[config.mk]
export PLATFORM = sky130hd
export DESIGN_NAME = eth_trigger_home
export DESIGN_NICKNAME = d
export VERILOG_FILES = /design/src/shared/eth_pkg.sv /design/src/rtl/eth_edge_detect.sv /design/src/rtl/eth_launch_arb.sv /design/src/rtl/eth_trigger_home.sv
export VERILOG_INCLUDE_DIRS = /design/src /design/src/shared
export SDC_FILE = /design/constraint.sdc
export NUM_CORES = 1
export LEC_CHECK = 0
export BUFFER_PORTS_ARGS = -buffer_cell sky130_fd_sc_hd__buf_4
export CELL_PAD_IN_SITES_DETAIL_PLACEMENT = 1
export CELL_PAD_IN_SITES_GLOBAL_PLACEMENT = 2
export CORE_MARGIN = 8
export CORE_UTILIZATION = 40
export DETAILED_ROUTE_END_ITERATION = 8
export GPL_ROUTABILITY_DRIVEN = 0
export PLACE_DENSITY_LB_ADDON = 0.3
export SETUP_SLACK_MARGIN = 0.4
export SKIP_LAST_GASP = 1
export SYNTH_ARGS = -nofsm -noshare
export SYNTH_HDL_FRONTEND = slang
export SYNTH_HIERARCHICAL = 1
export SYNTH_SLANG_ARGS = --single-unit
[constraint.sdc]
create_clock -name sys_clk -period 6.15 [get_ports sys_clk]
set_input_delay 0 -clock sys_clk [delete_from_list [all_inputs] [get_ports sys_clk]]
set_output_delay 0 -clock sys_clk [all_outputs]
set_load 0.05 [all_outputs]
[src/shared/eth_cfg.svh]
// register map, field positions and reset values of the event trigger and homing setup block
`ifndef ETH_CFG_SVH
`define ETH_CFG_SVH
// register indices as printed; byte address is four times the index
`define ETH_IDX_RISE_MAP     12'h5C4
`define ETH_IDX_FALL_MAP     12'h5C6
`define ETH_IDX_HOME_SETUP   12'h600
`define ETH_IDX_HOME_COORD   12'h602
`define ETH_IDX_STATUS       12'h604
`define ETH_IDX_CONTROL      12'h605
`define ETH_RST_MAP          16'h0000
`define ETH_RST_SETUP        32'h0000_0000
`define ETH_RST_COORD        32'h0000_0000
`define ETH_CMD_BASE         6'h32
`define ETH_FIELD_MAX        4'hD
`define ETH_PATH_LSB         0
`define ETH_ACC_LSB          8
`define ETH_FIRST_DECEL_INDEX_LSB         12
`define ETH_SECOND_DECEL_INDEX_LSB         16
`define ETH_DLY_LSB          20
`define ETH_BOOT_LSB         28
`define ETH_PATH_MAX         6'h3F
`endif

[src/shared/eth_pkg.sv]
// types of the event trigger and homing setup block
package eth_pkg;
    typedef enum logic [1:0] {
        ETH_IDLE,
        ETH_HOMING,
        ETH_STOPPING,
        ETH_DONE
    } eth_home_state_t;
endpackage : eth_pkg

[src/rtl/eth_edge_detect.sv]
// event input edge detector, one pulse per edge
`timescale 1ns/1ps
`include "eth_cfg.svh"
module eth_edge_detect
    import eth_pkg::*;
#(
    parameter int N = 4
) (
    // clock and reset
    input  wire logic         sys_clk,
    input  wire logic         rst_n,
    // event levels and edges
    input  wire logic [N-1:0] level_in,
    output logic      [N-1:0] rise_pulse,
    output logic      [N-1:0] fall_pulse
);
    typedef struct packed {
        logic [N-1:0] prev;
        logic [N-1:0] rise;
        logic [N-1:0] fall;
    } eth_edge_state_t;

    eth_edge_state_t st_q;
    eth_edge_state_t st_d;

    always_comb begin
        st_d      = st_q;
        st_d.prev = level_in;
        st_d.rise = level_in & ~st_q.prev;
        st_d.fall = ~level_in & st_q.prev;
    end

    always_ff @(posedge sys_clk or negedge rst_n) begin
        if (!rst_n) begin
            st_q <= '0;
        end else begin
            st_q <= st_d;
        end
    end

    assign rise_pulse = st_q.rise;
    assign fall_pulse = st_q.fall;

    single_pulse_a: assert property (@(posedge sys_clk) disable iff (!rst_n)
        |rise_pulse |-> ((rise_pulse & $past(rise_pulse)) == '0))
        else $error("rise pulse held two cycles");
endmodule // eth_edge_detect

[src/rtl/eth_launch_arb.sv]
// picks one pending launch request, lowest input first
`timescale 1ns/1ps
`include "eth_cfg.svh"
module eth_launch_arb
    import eth_pkg::*;
#(
    parameter int N = 8
) (
    // requests
    input  wire logic [N-1:0]   req,
    input  wire logic [N*4-1:0] fields,
    // winner
    output logic                any,
    output logic [$clog2(N)-1:0] idx,
    output logic [3:0]          field
);
    always_comb begin
        any   = 1'b0;
        idx   = '0;
        field = 4'h0;
        for (int i = N - 1; i >= 0; i--) begin
            if (req[i]) begin
                any   = 1'b1;
                idx   = i[$clog2(N)-1:0];
                field = fields[i*4 +: 4];
            end
        end
    end
endmodule // eth_launch_arb

[src/rtl/eth_trigger_home.sv]
// event trigger dispatch, homing setup registers and APB slave
//
// The APB interface to the registers was chosen for this implementation.
`timescale 1ns/1ps
`include "eth_cfg.svh"
// Functional notes
// - rise map: four 4-bit fields, input one lowest
// - rise field zero launches nothing
// - rise field 1..D launches command 50+field
// - fall map, same layout, zero launches nothing
// - fall field 1..D launches command 51..63
// - path zero: stop after homing, no path
// - path 1..63 starts after homing
// - acceleration index from bits 11..8
// - first deceleration index from bits 15..12
// - delay index from bits 23..20
// - boot field one runs homing at power-up; here homing starts on the first load of the setup word after reset
// - home detected: decelerate motor to stop
// - signed 32-bit home coordinate sets origin
module eth_trigger_home
    import eth_pkg::*;
(
    // clock and reset
    input  wire logic        sys_clk,
    input  wire logic        rst_n,
    // apb slave
    input  wire logic        psel,
    input  wire logic        penable,
    input  wire logic        pwrite,
    input  wire logic [13:0] paddr,
    input  wire logic [31:0] pwdata,
    input  wire logic [3:0]  pstrb,
    output logic      [31:0] prdata,
    output logic             pready,
    output logic             pslverr,
    // event inputs
    input  wire logic        event_input_one,
    input  wire logic        event_input_two,
    input  wire logic        event_input_three,
    input  wire logic        event_input_four,
    // command launch
    output logic             cmd_launch,
    output logic [5:0]       cmd_number,
    // homing motion interface
    input  wire logic        home_detected,
    input  wire logic        motor_stopped,
    output logic             homing_run,
    output logic             decel_request,
    output logic             path_start,
    output logic [5:0]       path_number,
    output logic [3:0]       accel_index,
    output logic [3:0]       first_decel_index,
    output logic [3:0]       second_decel_index,
    output logic [3:0]       delay_index,
    output logic [31:0]      home_coordinate_setting
);
    typedef struct packed {
        logic [15:0]     rise_map;
        logic [15:0]     fall_map;
        logic [31:0]     setup;
        logic [31:0]     coord;
        logic [7:0]      pending;
        logic            launch;
        logic [5:0]      cmd;
        eth_home_state_t hstate;
        logic            boot_seen;
        logic            path_go;
        logic [5:0]      path_num;
        logic            drop_seen;
        logic [31:0]     rdata;
    } eth_state_t;

    eth_state_t st_q;
    eth_state_t st_d;

    logic [3:0] ev_lvl;
    logic [3:0] ev_s1_q;
    logic [3:0] ev_s2_q;
    logic [3:0] rise_p;
    logic [3:0] fall_p;
    logic       arb_any;
    logic [2:0] arb_idx;
    logic [3:0] arb_field;
    logic       wr_en;
    logic       rd_en;
    logic [11:0] idx;
    logic       addr_ok;
    logic [7:0] pend_set;

    function automatic logic [31:0] merge(input logic [31:0] old, input logic [31:0] nw,
                                          input logic [3:0] be);
        for (int b = 0; b < 4; b++) begin
            if (be[b]) begin
                old[b*8 +: 8] = nw[b*8 +: 8];
            end
        end
        return old;
    endfunction

    function automatic logic field_live(input logic [3:0] f);
        return (f != 4'h0) && (f <= `ETH_FIELD_MAX);
    endfunction

    assign ev_lvl = {event_input_four, event_input_three, event_input_two, event_input_one};

    // two-stage input synchroniser
    always_ff @(posedge sys_clk or negedge rst_n) begin
        if (!rst_n) begin
            ev_s1_q <= 4'h0;
            ev_s2_q <= 4'h0;
        end else begin
            ev_s1_q <= ev_lvl;
            ev_s2_q <= ev_s1_q;
        end
    end

    eth_edge_detect #(.N(4)) u_edge (
        .sys_clk    (sys_clk),
        .rst_n      (rst_n),
        .level_in   (ev_s2_q),
        .rise_pulse (rise_p),
        .fall_pulse (fall_p)
    );

    // pending slots 0..3 rising, 4..7 falling; fields follow layout
    eth_launch_arb #(.N(8)) u_arb (
        .req    (st_q.pending),
        .fields ({st_q.fall_map, st_q.rise_map}),
        .any    (arb_any),
        .idx    (arb_idx),
        .field  (arb_field)
    );

    assign idx     = paddr[13:2];
    assign wr_en   = psel && penable && pwrite;
    assign rd_en   = psel && !pwrite;
    assign addr_ok = (idx == `ETH_IDX_RISE_MAP) || (idx == `ETH_IDX_FALL_MAP) ||
                     (idx == `ETH_IDX_HOME_SETUP) || (idx == `ETH_IDX_HOME_COORD) ||
                     (idx == `ETH_IDX_STATUS) || (idx == `ETH_IDX_CONTROL);

    always_comb begin
        st_d        = st_q;
        st_d.launch = 1'b0;
        st_d.path_go = 1'b0;
        // only edges whose field is live become requests
        for (int i = 0; i < 4; i++) begin
            pend_set[i]     = rise_p[i] && field_live(st_q.rise_map[i*4 +: 4]);
            pend_set[i + 4] = fall_p[i] && field_live(st_q.fall_map[i*4 +: 4]);
        end
        if (arb_any) begin
            st_d.launch = 1'b1;
            st_d.cmd    = `ETH_CMD_BASE + {2'b00, arb_field};
            st_d.pending[arb_idx] = 1'b0;
        end
        // a new edge wins over the clear of its slot
        st_d.pending = st_d.pending | pend_set;

        if (wr_en) begin
            case (idx)
                `ETH_IDX_RISE_MAP:   st_d.rise_map = 16'(merge({16'h0, st_q.rise_map},
                                                               pwdata, pstrb));
                `ETH_IDX_FALL_MAP:   st_d.fall_map = 16'(merge({16'h0, st_q.fall_map},
                                                               pwdata, pstrb));
                `ETH_IDX_HOME_SETUP: st_d.setup = merge(st_q.setup, pwdata, pstrb);
                `ETH_IDX_HOME_COORD: st_d.coord = merge(st_q.coord, pwdata, pstrb);
                `ETH_IDX_CONTROL: begin
                    if (pstrb[0] && pwdata[0] && st_q.hstate == ETH_IDLE) begin
                        st_d.hstate = ETH_HOMING;
                    end
                end
                default: ;
            endcase
        end

        // homing sequence
        case (st_q.hstate)
            ETH_IDLE: begin
                // boot field acts on the first load of the setup word after reset
                if (!st_q.boot_seen && wr_en && idx == `ETH_IDX_HOME_SETUP) begin
                    st_d.boot_seen = 1'b1;
                    if (st_d.setup[`ETH_BOOT_LSB +: 4] == 4'h1) begin
                        st_d.hstate = ETH_HOMING;
                    end
                end
            end
            ETH_HOMING: begin
                if (home_detected) begin
                    st_d.hstate = ETH_STOPPING;
                end
            end
            ETH_STOPPING: begin
                if (motor_stopped) begin
                    st_d.hstate   = ETH_DONE;
                    st_d.path_num = st_q.setup[`ETH_PATH_LSB +: 6];
                    st_d.path_go  = st_q.setup[`ETH_PATH_LSB +: 6] != 6'h00;
                end
            end
            ETH_DONE: begin
                st_d.hstate = ETH_IDLE;
            end
            default: st_d.hstate = ETH_IDLE;
        endcase

        st_d.rdata = 32'h0000_0000;
        if (rd_en) begin
            case (idx)
                `ETH_IDX_RISE_MAP:   st_d.rdata = {16'h0000, st_q.rise_map};
                `ETH_IDX_FALL_MAP:   st_d.rdata = {16'h0000, st_q.fall_map};
                `ETH_IDX_HOME_SETUP: st_d.rdata = st_q.setup;
                `ETH_IDX_HOME_COORD: st_d.rdata = st_q.coord;
                `ETH_IDX_STATUS:     st_d.rdata = {22'h0, st_q.pending, st_q.hstate};
                default:             st_d.rdata = 32'h0000_0000;
            endcase
        end
    end

    always_ff @(posedge sys_clk or negedge rst_n) begin
        if (!rst_n) begin
            st_q          <= '0;
            st_q.rise_map <= `ETH_RST_MAP;
            st_q.fall_map <= `ETH_RST_MAP;
            st_q.setup    <= `ETH_RST_SETUP;
            st_q.coord    <= `ETH_RST_COORD;
            st_q.hstate   <= ETH_IDLE;
        end else begin
            st_q <= st_d;
        end
    end

    assign pready             = 1'b1;
    assign pslverr            = psel && penable && !addr_ok;
    assign prdata             = st_q.rdata;
    assign cmd_launch         = st_q.launch;
    assign cmd_number         = st_q.cmd;
    assign homing_run         = st_q.hstate == ETH_HOMING;
    assign decel_request      = st_q.hstate == ETH_STOPPING;
    assign path_start         = st_q.path_go;
    assign path_number        = st_q.path_num;
    assign accel_index        = st_q.setup[`ETH_ACC_LSB +: 4];
    assign first_decel_index  = st_q.setup[`ETH_FIRST_DECEL_INDEX_LSB +: 4];
    assign second_decel_index = st_q.setup[`ETH_SECOND_DECEL_INDEX_LSB +: 4];
    assign delay_index        = st_q.setup[`ETH_DLY_LSB +: 4];
    assign home_coordinate_setting = st_q.coord;

    cmd_range_a: assert property (@(posedge sys_clk) disable iff (!rst_n)
        cmd_launch |-> (cmd_number >= 6'd51 && cmd_number <= 6'd63))
        else $error("launched command out of range");
    zero_field_a: assert property (@(posedge sys_clk) disable iff (!rst_n)
        (rise_p[3] && st_q.rise_map[15:12] == 4'h0 && st_q.pending == 8'h0
         && fall_p == 4'h0 && rise_p[2:0] == 3'h0) |=> !cmd_launch)
        else $error("zero field launched a command");
    rise_launch_a: assert property (@(posedge sys_clk) disable iff (!rst_n)
        (rise_p[0] && st_q.rise_map[3:0] == 4'h1 && st_q.pending == 8'h0)
        |=> ##1 (cmd_launch && cmd_number == 6'd51))
        else $error("rise field one did not launch command 51");
    fall_launch_a: assert property (@(posedge sys_clk) disable iff (!rst_n)
        (fall_p[0] && st_q.fall_map[3:0] == 4'hD && st_q.pending == 8'h0 && rise_p == 4'h0)
        |=> ##1 (cmd_launch && cmd_number == 6'd63))
        else $error("fall field D did not launch command 63");
    stop_path_a: assert property (@(posedge sys_clk) disable iff (!rst_n)
        path_start |-> path_number != 6'h00)
        else $error("path started with path zero");
    auto_path_a: assert property (@(posedge sys_clk) disable iff (!rst_n)
        (decel_request && motor_stopped && st_q.setup[5:0] != 6'h00)
        |=> (path_start && path_number == $past(st_q.setup[5:0])))
        else $error("path not started after homing");
    home_decel_a: assert property (@(posedge sys_clk) disable iff (!rst_n)
        (homing_run && home_detected) |=> decel_request)
        else $error("home detect did not decelerate");
    accel_field_a: assert property (@(posedge sys_clk) disable iff (!rst_n)
        (wr_en && idx == `ETH_IDX_HOME_SETUP && pstrb[1])
        |=> accel_index == $past(pwdata[11:8]))
        else $error("accel index not from bits 11..8");
    decel_field_a: assert property (@(posedge sys_clk) disable iff (!rst_n)
        (wr_en && idx == `ETH_IDX_HOME_SETUP && pstrb[1])
        |=> first_decel_index == $past(pwdata[15:12]))
        else $error("decel index not from bits 15..12");
    delay_field_a: assert property (@(posedge sys_clk) disable iff (!rst_n)
        (wr_en && idx == `ETH_IDX_HOME_SETUP && pstrb[2])
        |=> delay_index == $past(pwdata[23:20]))
        else $error("delay index not from bits 23..20");
    coord_store_a: assert property (@(posedge sys_clk) disable iff (!rst_n)
        (wr_en && idx == `ETH_IDX_HOME_COORD && pstrb == 4'hF)
        |=> home_coordinate_setting == $past(pwdata))
        else $error("home coordinate not stored");
    boot_home_a: assert property (@(posedge sys_clk) disable iff (!rst_n)
        (!st_q.boot_seen && st_q.hstate == ETH_IDLE && wr_en && idx == `ETH_IDX_HOME_SETUP
         && pstrb[3] && pwdata[31:28] == 4'h1) |=> homing_run)
        else $error("boot homing not started");

    launch_c: cover property (@(posedge sys_clk) disable iff (!rst_n) cmd_launch);
    two_launch_c: cover property (@(posedge sys_clk) disable iff (!rst_n)
        cmd_launch ##1 cmd_launch);
    path_c: cover property (@(posedge sys_clk) disable iff (!rst_n) path_start);
endmodule // eth_trigger_home

* Word-level counts from Yosys, hierarchy flattened
Cells that the tools add are included.
** Operators by class
- Muxes and demuxes :: 50
- Reductions and logical operators :: 57
- Bitwise gates (word level) :: 7
- Add/subtract/negate cells :: 1
- Equal/unequal tests :: 10
- Order comparisons :: 10
** Operator list (count)
- case mux 32 bit (5 select lines) :: 1
- 2-to-1 mux 32 bit :: 3
- equality test 12 x 11 -> 1 bit (second input constant) :: 6
- 2-to-1 mux 64 bit :: 1
- 2-to-1 mux 8 bit :: 8
- AND reduction 3 bit :: 12
- less-or-equal comparator 4 bit (second input constant) :: 8
- 2-to-1 mux 4 bit :: 8
- nonzero test 4 bit :: 8
- 2-to-1 mux 3 bit :: 9
- logical AND 1 bit :: 25
- 2-to-1 mux 15 bit :: 1
- 2-to-1 mux 7 bit :: 2
- 2-to-1 mux 2 bit :: 6
- 2-to-1 mux 1 bit :: 9
- AND 4 bit :: 2
- AND 8 bit :: 1
- NOT 4 bit :: 2
- NOT 8 bit :: 1
- bitwise OR 8 bit :: 1
- case mux 2 bit (4 select lines) :: 1
- adder 5 x 5 -> 6 bit (first input constant) :: 1
- nonzero test 6 bit :: 1
- logical OR 1 bit :: 5
- other kinds (9) :: 13
** Storage, ports and cells
- Output and inout port bits :: 98
- Register bits after elaboration :: 173
- Input bits :: 61

* Longest topological paths before layout
Gate-level depths: netlist (run 1).
- Word-level depth :: 16
- Gate-level depth with buffers :: 8
- Depth with buffers taken out :: 7

* Hierarchy
Netlist (run 1), hierarchy kept.
** Modules (own cells, without submodules)
- eth_trigger_home :: sequential area each 4028.9 µm², instances 1, cells each 637, area each 7753.7 µm²
- eth_edge_detect :: sequential area each 300.3 µm², instances 1, cells each 28, area each 430.4 µm²
- eth_launch_arb :: sequential area each 0.0 µm², instances 1, cells each 48, area each 301.5 µm²

* Worst setup path after synthesis (run 1)
Ideal clock, no wire load.
- Path kind :: input to register
- From :: in paddr[5]
- To :: reg st_q[90] (netlist name)
- Stages on the path :: 7
- Data arrival time :: 2003 ps
- Buffers on the path :: 3
- Setup time :: 125 ps
- Data required time :: 6025 ps
- Slack :: 4022 ps
- Cells stage by stage :: or4b_1 -> buf_2 -> or3_1 -> clkbuf_2 -> or4_4 -> buf_6 -> mux2_4
** Between the ends
- Cells in the longest elaborated chain, start to end :: 2
** RTL lines
- start: declaration :: RTL line eth_trigger_home.sv:30 : input wire logic [13:0] paddr,
- equality test 12 x 11 -> 1 bit :: RTL line eth_trigger_home.sv:159 : case (idx)
- AND reduction 3 bit (no source line)
- end signal: assignment :: RTL line eth_trigger_home.sv:226 : st_q <= st_d;
- end: declaration :: RTL line eth_trigger_home.sv:73 : eth_state_t st_q;
Every way passes these cells.
A chain may end at the register's enable or synchronous reset.

==> metrics.yaml, run 1 <==
status: "complete, no violations"
power_leakage_nw: 4.891
synth_edf_count: 0
setup-violations-final: 0
rsz0062_at_grt: "false"
grt_start_max_net_pins: 98
hold_violations: 0
crit_end: "prdata[8]$_DFF_PN0_"
num_io_pins: 159
chipHeight_um: 161.7
crit_start: "paddr[4]"
grt_pass1_wl_um: 36330
clockRootBuffer: "clkbuf_16"
dp_hpwl_um: 16250
place_ws_ps: 3210
synthArstFlopShare_pct: 100.0
cap_viol_max_count: 0
rows: 53
swShare_pct: 26.46
tns_ps: 0
avgRoutedWirePerCell_um: 20.79
grt_pass1_vias: 6318
ys_seq_area_share_pct: 51.02
r2r_end: "cmd_number[3]$_DFFE_PN0P_"
fin_crit_ps: 2529
drive_above_1_share_pct: 38.75
p_per_area_mw_per_mm2: 249.4
port_buffers: 155
path_clk_slew_ps: 70
finalWorstSetupSlack_ps: 3621
yosys_warnings: 6
hold_class: "in -> reg"
layout.cells.non_filler: 1088
p_sw_mw: 0.6680
place_inst: 1016
drv_slew: 0
synth.top_cell.area_share_pct: 51.02
critical_path_class: "in -> reg"
drcViolationCount: 0
p_clk_share_pct: 42.3
cts_setup_buffers: 0
avgSynthCellArea_um2: 11.90
ant_nets: 0
die_w_um: 161.7
fp.coreArea_mm2: 0.02096
dieArea_mm2: 0.02613
cts_sinks: 173
clock_latency_ps: 430
relSlewSlack_pct: 27.29
cp_max_fo: 27
yosys-top-cells-area: "dfrtp_1 (51%), mux2_2 (13%), buf_4 (8.9%)"
internal_power_mw: 1.857
finish.utilization_pct: 48.31
tightest_slew_ps: 1082
vias_per_cell: 5.242
synth-main-ff-cell: "dfrtp_1"
synth_area_mm2: 0.008486
reg2regPathDepth: 7
r2r_start: "st_q[54]$_DFF_PN0_"
ir_drop_v: 0.0001654
timing.fmax_mhz: 395.3
combPwrFrac_pct: 10.8
synth_fp_nets: 776
reg2reg_slack_ps: 3760
htree_num_levels: 4
skew_ps: 6.428
synth_cells: 713
wl_um: 22620
nets: 863
end_kind: "flop"
area_delta_synth_final_pct: 19.30
grt_util_all_layers_pct: 17.62
drtIter0Drc: 344
firstDrtPassIters: 4
n_antenna_cell: 0
ys_types: 55
antenna_found_initial: 0
clockBufferDepth: 2
crit_required_ps: 6440
cts_tree: "built"
seqPwrFrac_pct: 46.9
via_count: 5703
ys_seq_elements: 173
fin_crit_sh_pct: 41.13
arrival_ps: 2820
cts_made_buffers: 17
cp-start-kind: "primary input"
grt_overflow_total: 0
yosysTopAreaCell: "dfrtp_1"
start_util_pct: 40.49
-- how the worst min path moves through the flow --
stage | from | to | cells after the start
after CTS | paddr[13] | st_q[41]$_DFF_PN0_ | 4
after floorplan | rst_n | accel_index[0]$_DFFE_PN0P_ | 0
after detailed placement | event_input_one | ev_s1_q[0]$_DFF_PN0_ | 1
after global routing | paddr[13] | st_q[41]$_DFF_PN0_ | 4
final | paddr[13] | st_q[41]$_DFF_PN0_ | 4
after global placement | event_input_four | ev_s1_q[3]$_DFF_PN0_ | 1
-- cell usage after synthesis (7+ instances only) --
| cell type | n |
|---|---|
| o22ai_1 | 7 |
| a31oi_1 | 23 |
| a22o_1 | 8 |
| nand3b_1 | 14 |
| mux2i_1 | 31 |
| dfrtp_1 | 173 |
| nand4_1 | 8 |
| nor3b_1 | 32 |
| nand3_1 | 11 |
| buf_4 | 101 |
| nor2_1 | 34 |
| nor4_1 | 11 |
| mux2_2 | 97 |
| o21ai_0 | 23 |
| and3_1 | 14 |
| and2b_2 | 8 |
| inv_1 | 7 |
| nand2_1 | 8 |
| clkbuf_1 | 21 |
| mux2_4 | 8 |
-- area by class of cell --
type	count	area, µm²
clock buffer	20	456.7
clock inverter	12	128.9
fill	2219	10830
inverter	7	26.28
multi-input combinational	402	3241
sequential	173	4329
tap	275	344.1
timing repair buffer	199	1598
-- cell families (layout without fill, tap and decap cells) --
group / count (synthesis) / in the layout / synth area share (%)
compound gates: 87 / 87 / 6.724
mux: 136 / 136 / 17.94
other cells: 1 / 1 / 0.04419
flops: 173 / 173 / 51.02
simple gates: 176 / 176 / 13.18
fa+ha+maj: 2 / 2 / 0.2949
buf+inv: 138 / 238 / 10.79
-- power by group through the flow --
| stage | Combinational (mW) | Clock [mW] | Sequential (mW) |
|---|---|---|---|
| 2_1_floorplan | 0.160 | 0 | 1.20 |
| 3_5_place_dp | 0.257 | 0 | 1.21 |
| 5_1_grt | 0.297 | 1.14 | 1.19 |
| 4_1_cts | 0.278 | 1.09 | 1.18 |
| 6_report | 0.273 | 1.07 | 1.18 |
| 3_3_place_gp | 0.251 | 0 | 1.20 |
-- per-layer routing --
layer	vias up	wire length (µm)	GRT usage (%)
li1	2648	-	-
met1	2901	9824	22.05
met2	130	11410	30.23
met3	24	1090	3.999
met4	0	291	4.503
met5	-	0	0
-- layout by cell type (no fill, tap or decap), types with 14 or more instances in the layout --
master,Yosys,routed
nor2_1,34,34
nor3b_1,32,32
and3_1,14,14
clkbuf_16,0,17
dlygate4sd3_1,0,40
nand3b_1,14,14
dfrtp_1,173,173
mux2_2,97,97
buf_4,101,158
a31oi_1,23,23
mux2i_1,31,31
o21ai_0,23,23
-- worst max-delay path, stage by stage --
cell,delay [ps]
buf_4,270
nand4_1,900
a2bb2oi_1,390
nand3b_1,690
a31oi_1,560
-- sequential cells by signal (all words and copies together), names as in the netlist, 6 cells and up --
register	cells
home_coordinate_setting	32
path_number	6
cmd_number	6
prdata	32
st_q	59
-- stage by stage --
step / instance area, µm² / power (mW) / hold WS, ps
floorplan: 8486 / 1.359 / -295.6
global placement: 9138 / 1.453 / 109.0
detailed placement: 9138 / 1.462 / 111.4
CTS: 10120 / 2.556 / 24.30
global route: 10120 / 2.627 / 52.07
finish: 10120 / 2.525 / 31.99
-- repair_timing --
action,in CTS,in global routing
hold buffers,40,0
endpoints found under the setup margin,0,0
hold endpoints to repair,198,0
gates resized for setup,0,0
Note: power is estimated with default switching activity, not from simulation.
==> run 2, diff against run 1 <==
--- a/config.mk
+++ b/config.mk
@@ -10,7 +10,7 @@
 export CELL_PAD_IN_SITES_DETAIL_PLACEMENT = 1
 export CELL_PAD_IN_SITES_GLOBAL_PLACEMENT = 2
 export CORE_MARGIN = 8
-export CORE_UTILIZATION = 40
+export CORE_UTILIZATION = 33
 export DETAILED_ROUTE_END_ITERATION = 8
 export GPL_ROUTABILITY_DRIVEN = 0
 export PLACE_DENSITY_LB_ADDON = 0.3
==> constraint.sdc (replaced) <==
create_clock -name sys_clk -period 2.21 [get_ports sys_clk]
set_input_delay 0 -clock sys_clk [delete_from_list [all_inputs] [get_ports sys_clk]]
set_output_delay 0 -clock sys_clk [all_outputs]
set_load 0.05 [all_outputs]
==> metrics.yaml, run 2 (synthesis results as in run 1) <==
avgRoutedWirePerCell_um: 20.55
path_cells: "or2b_4, buf_4, o22ai_1, or3_1, a31oi_4, ha_4, mux2_4"
drtIter0Drc: 277
place_inst: 1110
power_leakage_nw: 5.215
setup-violations-final: 0
grt_pass1_vias: 6646
drcViolationCount: 0
cts_tree: "built"
dieArea_mm2: 0.03110
grt_start_max_net_pins: 58
crit_required_ps: 2520
grt_overflow_total: 0
nets: 917
num_io_pins: 159
start_util_pct: 33.70
skew_ps: 16.28
end_kind: "flop"
hold_violations: 0
cp-start-kind: "flop"
via_count: 6098
fin_crit_ps: 2108
cap_viol_max_count: 0
path_buf_inv: 1
timing.fmax_mhz: 474.4
clockRootBuffer: "clkbuf_16"
regMostFlops: "st_q"
cpLargestDelayFamily: "simple AND/OR/NAND/NOR gates"
firstDrtPassIters: 4
rows: 58
status: "complete, no violations"
vias_per_cell: 5.094
dp_hpwl_um: 17590
cpPeakStageDelay_ps: 410
cts_made_buffers: 17
wl_um: 24600
rsz0062_at_grt: "true"
htree_num_levels: 4
tns_ps: 0
cts_sinks: 173
grt_util_all_layers_pct: 15.72
ant_nets: 0
critical_path_class: "reg -> reg"
grt_pass1_wl_um: 38710
drive_above_1_share_pct: 45.33
area_delta_synth_final_pct: 27.82
fp.coreArea_mm2: 0.02518
path_clk_slew_ps: 60
crit_slowest_cell: "dfrtp_1"
layout.cells.non_filler: 1197
cp_max_fo: 3
drv_slew: 0
die_w_um: 176.4
p_per_area_mw_per_mm2: 657.0
arrival_ps: 2410
antenna_found_initial: 0
largest_reg_flops: 59
n_antenna_cell: 0
final_cell_mix: "buf_4 (201), dfrtp_1 (171), mux2_2 (95)"
chipHeight_um: 176.4
ir_drop_v: 0.0004099
clock_latency_ps: 430
clockBufferDepth: 2
port_buffers: 155
fin_crit_sh_pct: 95.37
fin_total_pwr_mw: 7.126
hold_class: "in -> reg"
final_common_cell: "buf_4"
[run 2: stage by stage]
stage	setup WS, ps	hold WS, ps	area (µm²)	util [%]
finish	102.2	21.13	10850	43.07
global route	59.96	29.71	10850	43.07
CTS	90.91	2.449	10590	42.06
detailed placement	-9.175	-35.37	9559	37.96
global placement	72.07	-43.03	9559	37.96
floorplan	82.03	-295.6	8498	-
[run 2: cell type report]
| cell class | instances | area, µm² |
|---|---|---|
| well taps | 330 | 412.9 |
| multi-input cells | 402 | 3423 |
| repair buffers | 253 | 2078 |
| clock buffers | 19 | 442.9 |
| fillers | 2618 | 14340 |
| clock inverters | 13 | 131.4 |
| flip-flops and latches | 173 | 4332 |
| inverters | 7 | 26.28 |
[run 2: per-layer routing]
metal	global-route usage, %	routed length (µm)
met5	0	0
met4	4.729	442
met3	3.354	1124
met2	26.47	12430
met1	19.99	10610
[run 2: path summary, 6_finish.rpt]
check	start	to	slack, ps	cells after the start
setup / recovery	st_q[55]$_DFF_PN0_	cmd_number[3]$_DFFE_PN0P_	100	7
hold / removal	paddr[3]	prdata[3]$_DFF_PN0_	20	3
setup reg to reg	st_q[55]$_DFF_PN0_	cmd_number[3]$_DFFE_PN0P_	100	7
hold reg to reg	ev_s1_q[2]$_DFF_PN0_	ev_s2_q[2]$_DFF_PN0_	350	0
max in group asynchronous	rst_n	st_q[56]$_DFF_PN0_	1440	3
min in group asynchronous	rst_n	st_q[117]$_DFFE_PN0P_	70	2
[run 2: worst min-delay path: stages]
cell and delay [ps]:
buf_4 190, o21ai_0 100, a31oi_1 110
[run 2: power by group]
group / internal [mW] / switching, mW
logic: 0.352 / 0.518
registers: 3.24 / 0.0536
clock network: 1.61 / 1.35
[run 2: what timing repair did]
action	CTS	global route
pin swaps	1	10
resized for setup	8	34
setup buffers	2	12
hold endpoints to repair	280	0
cloned	0	0
endpoints found under the setup margin	14	12
hold buffers	41	0
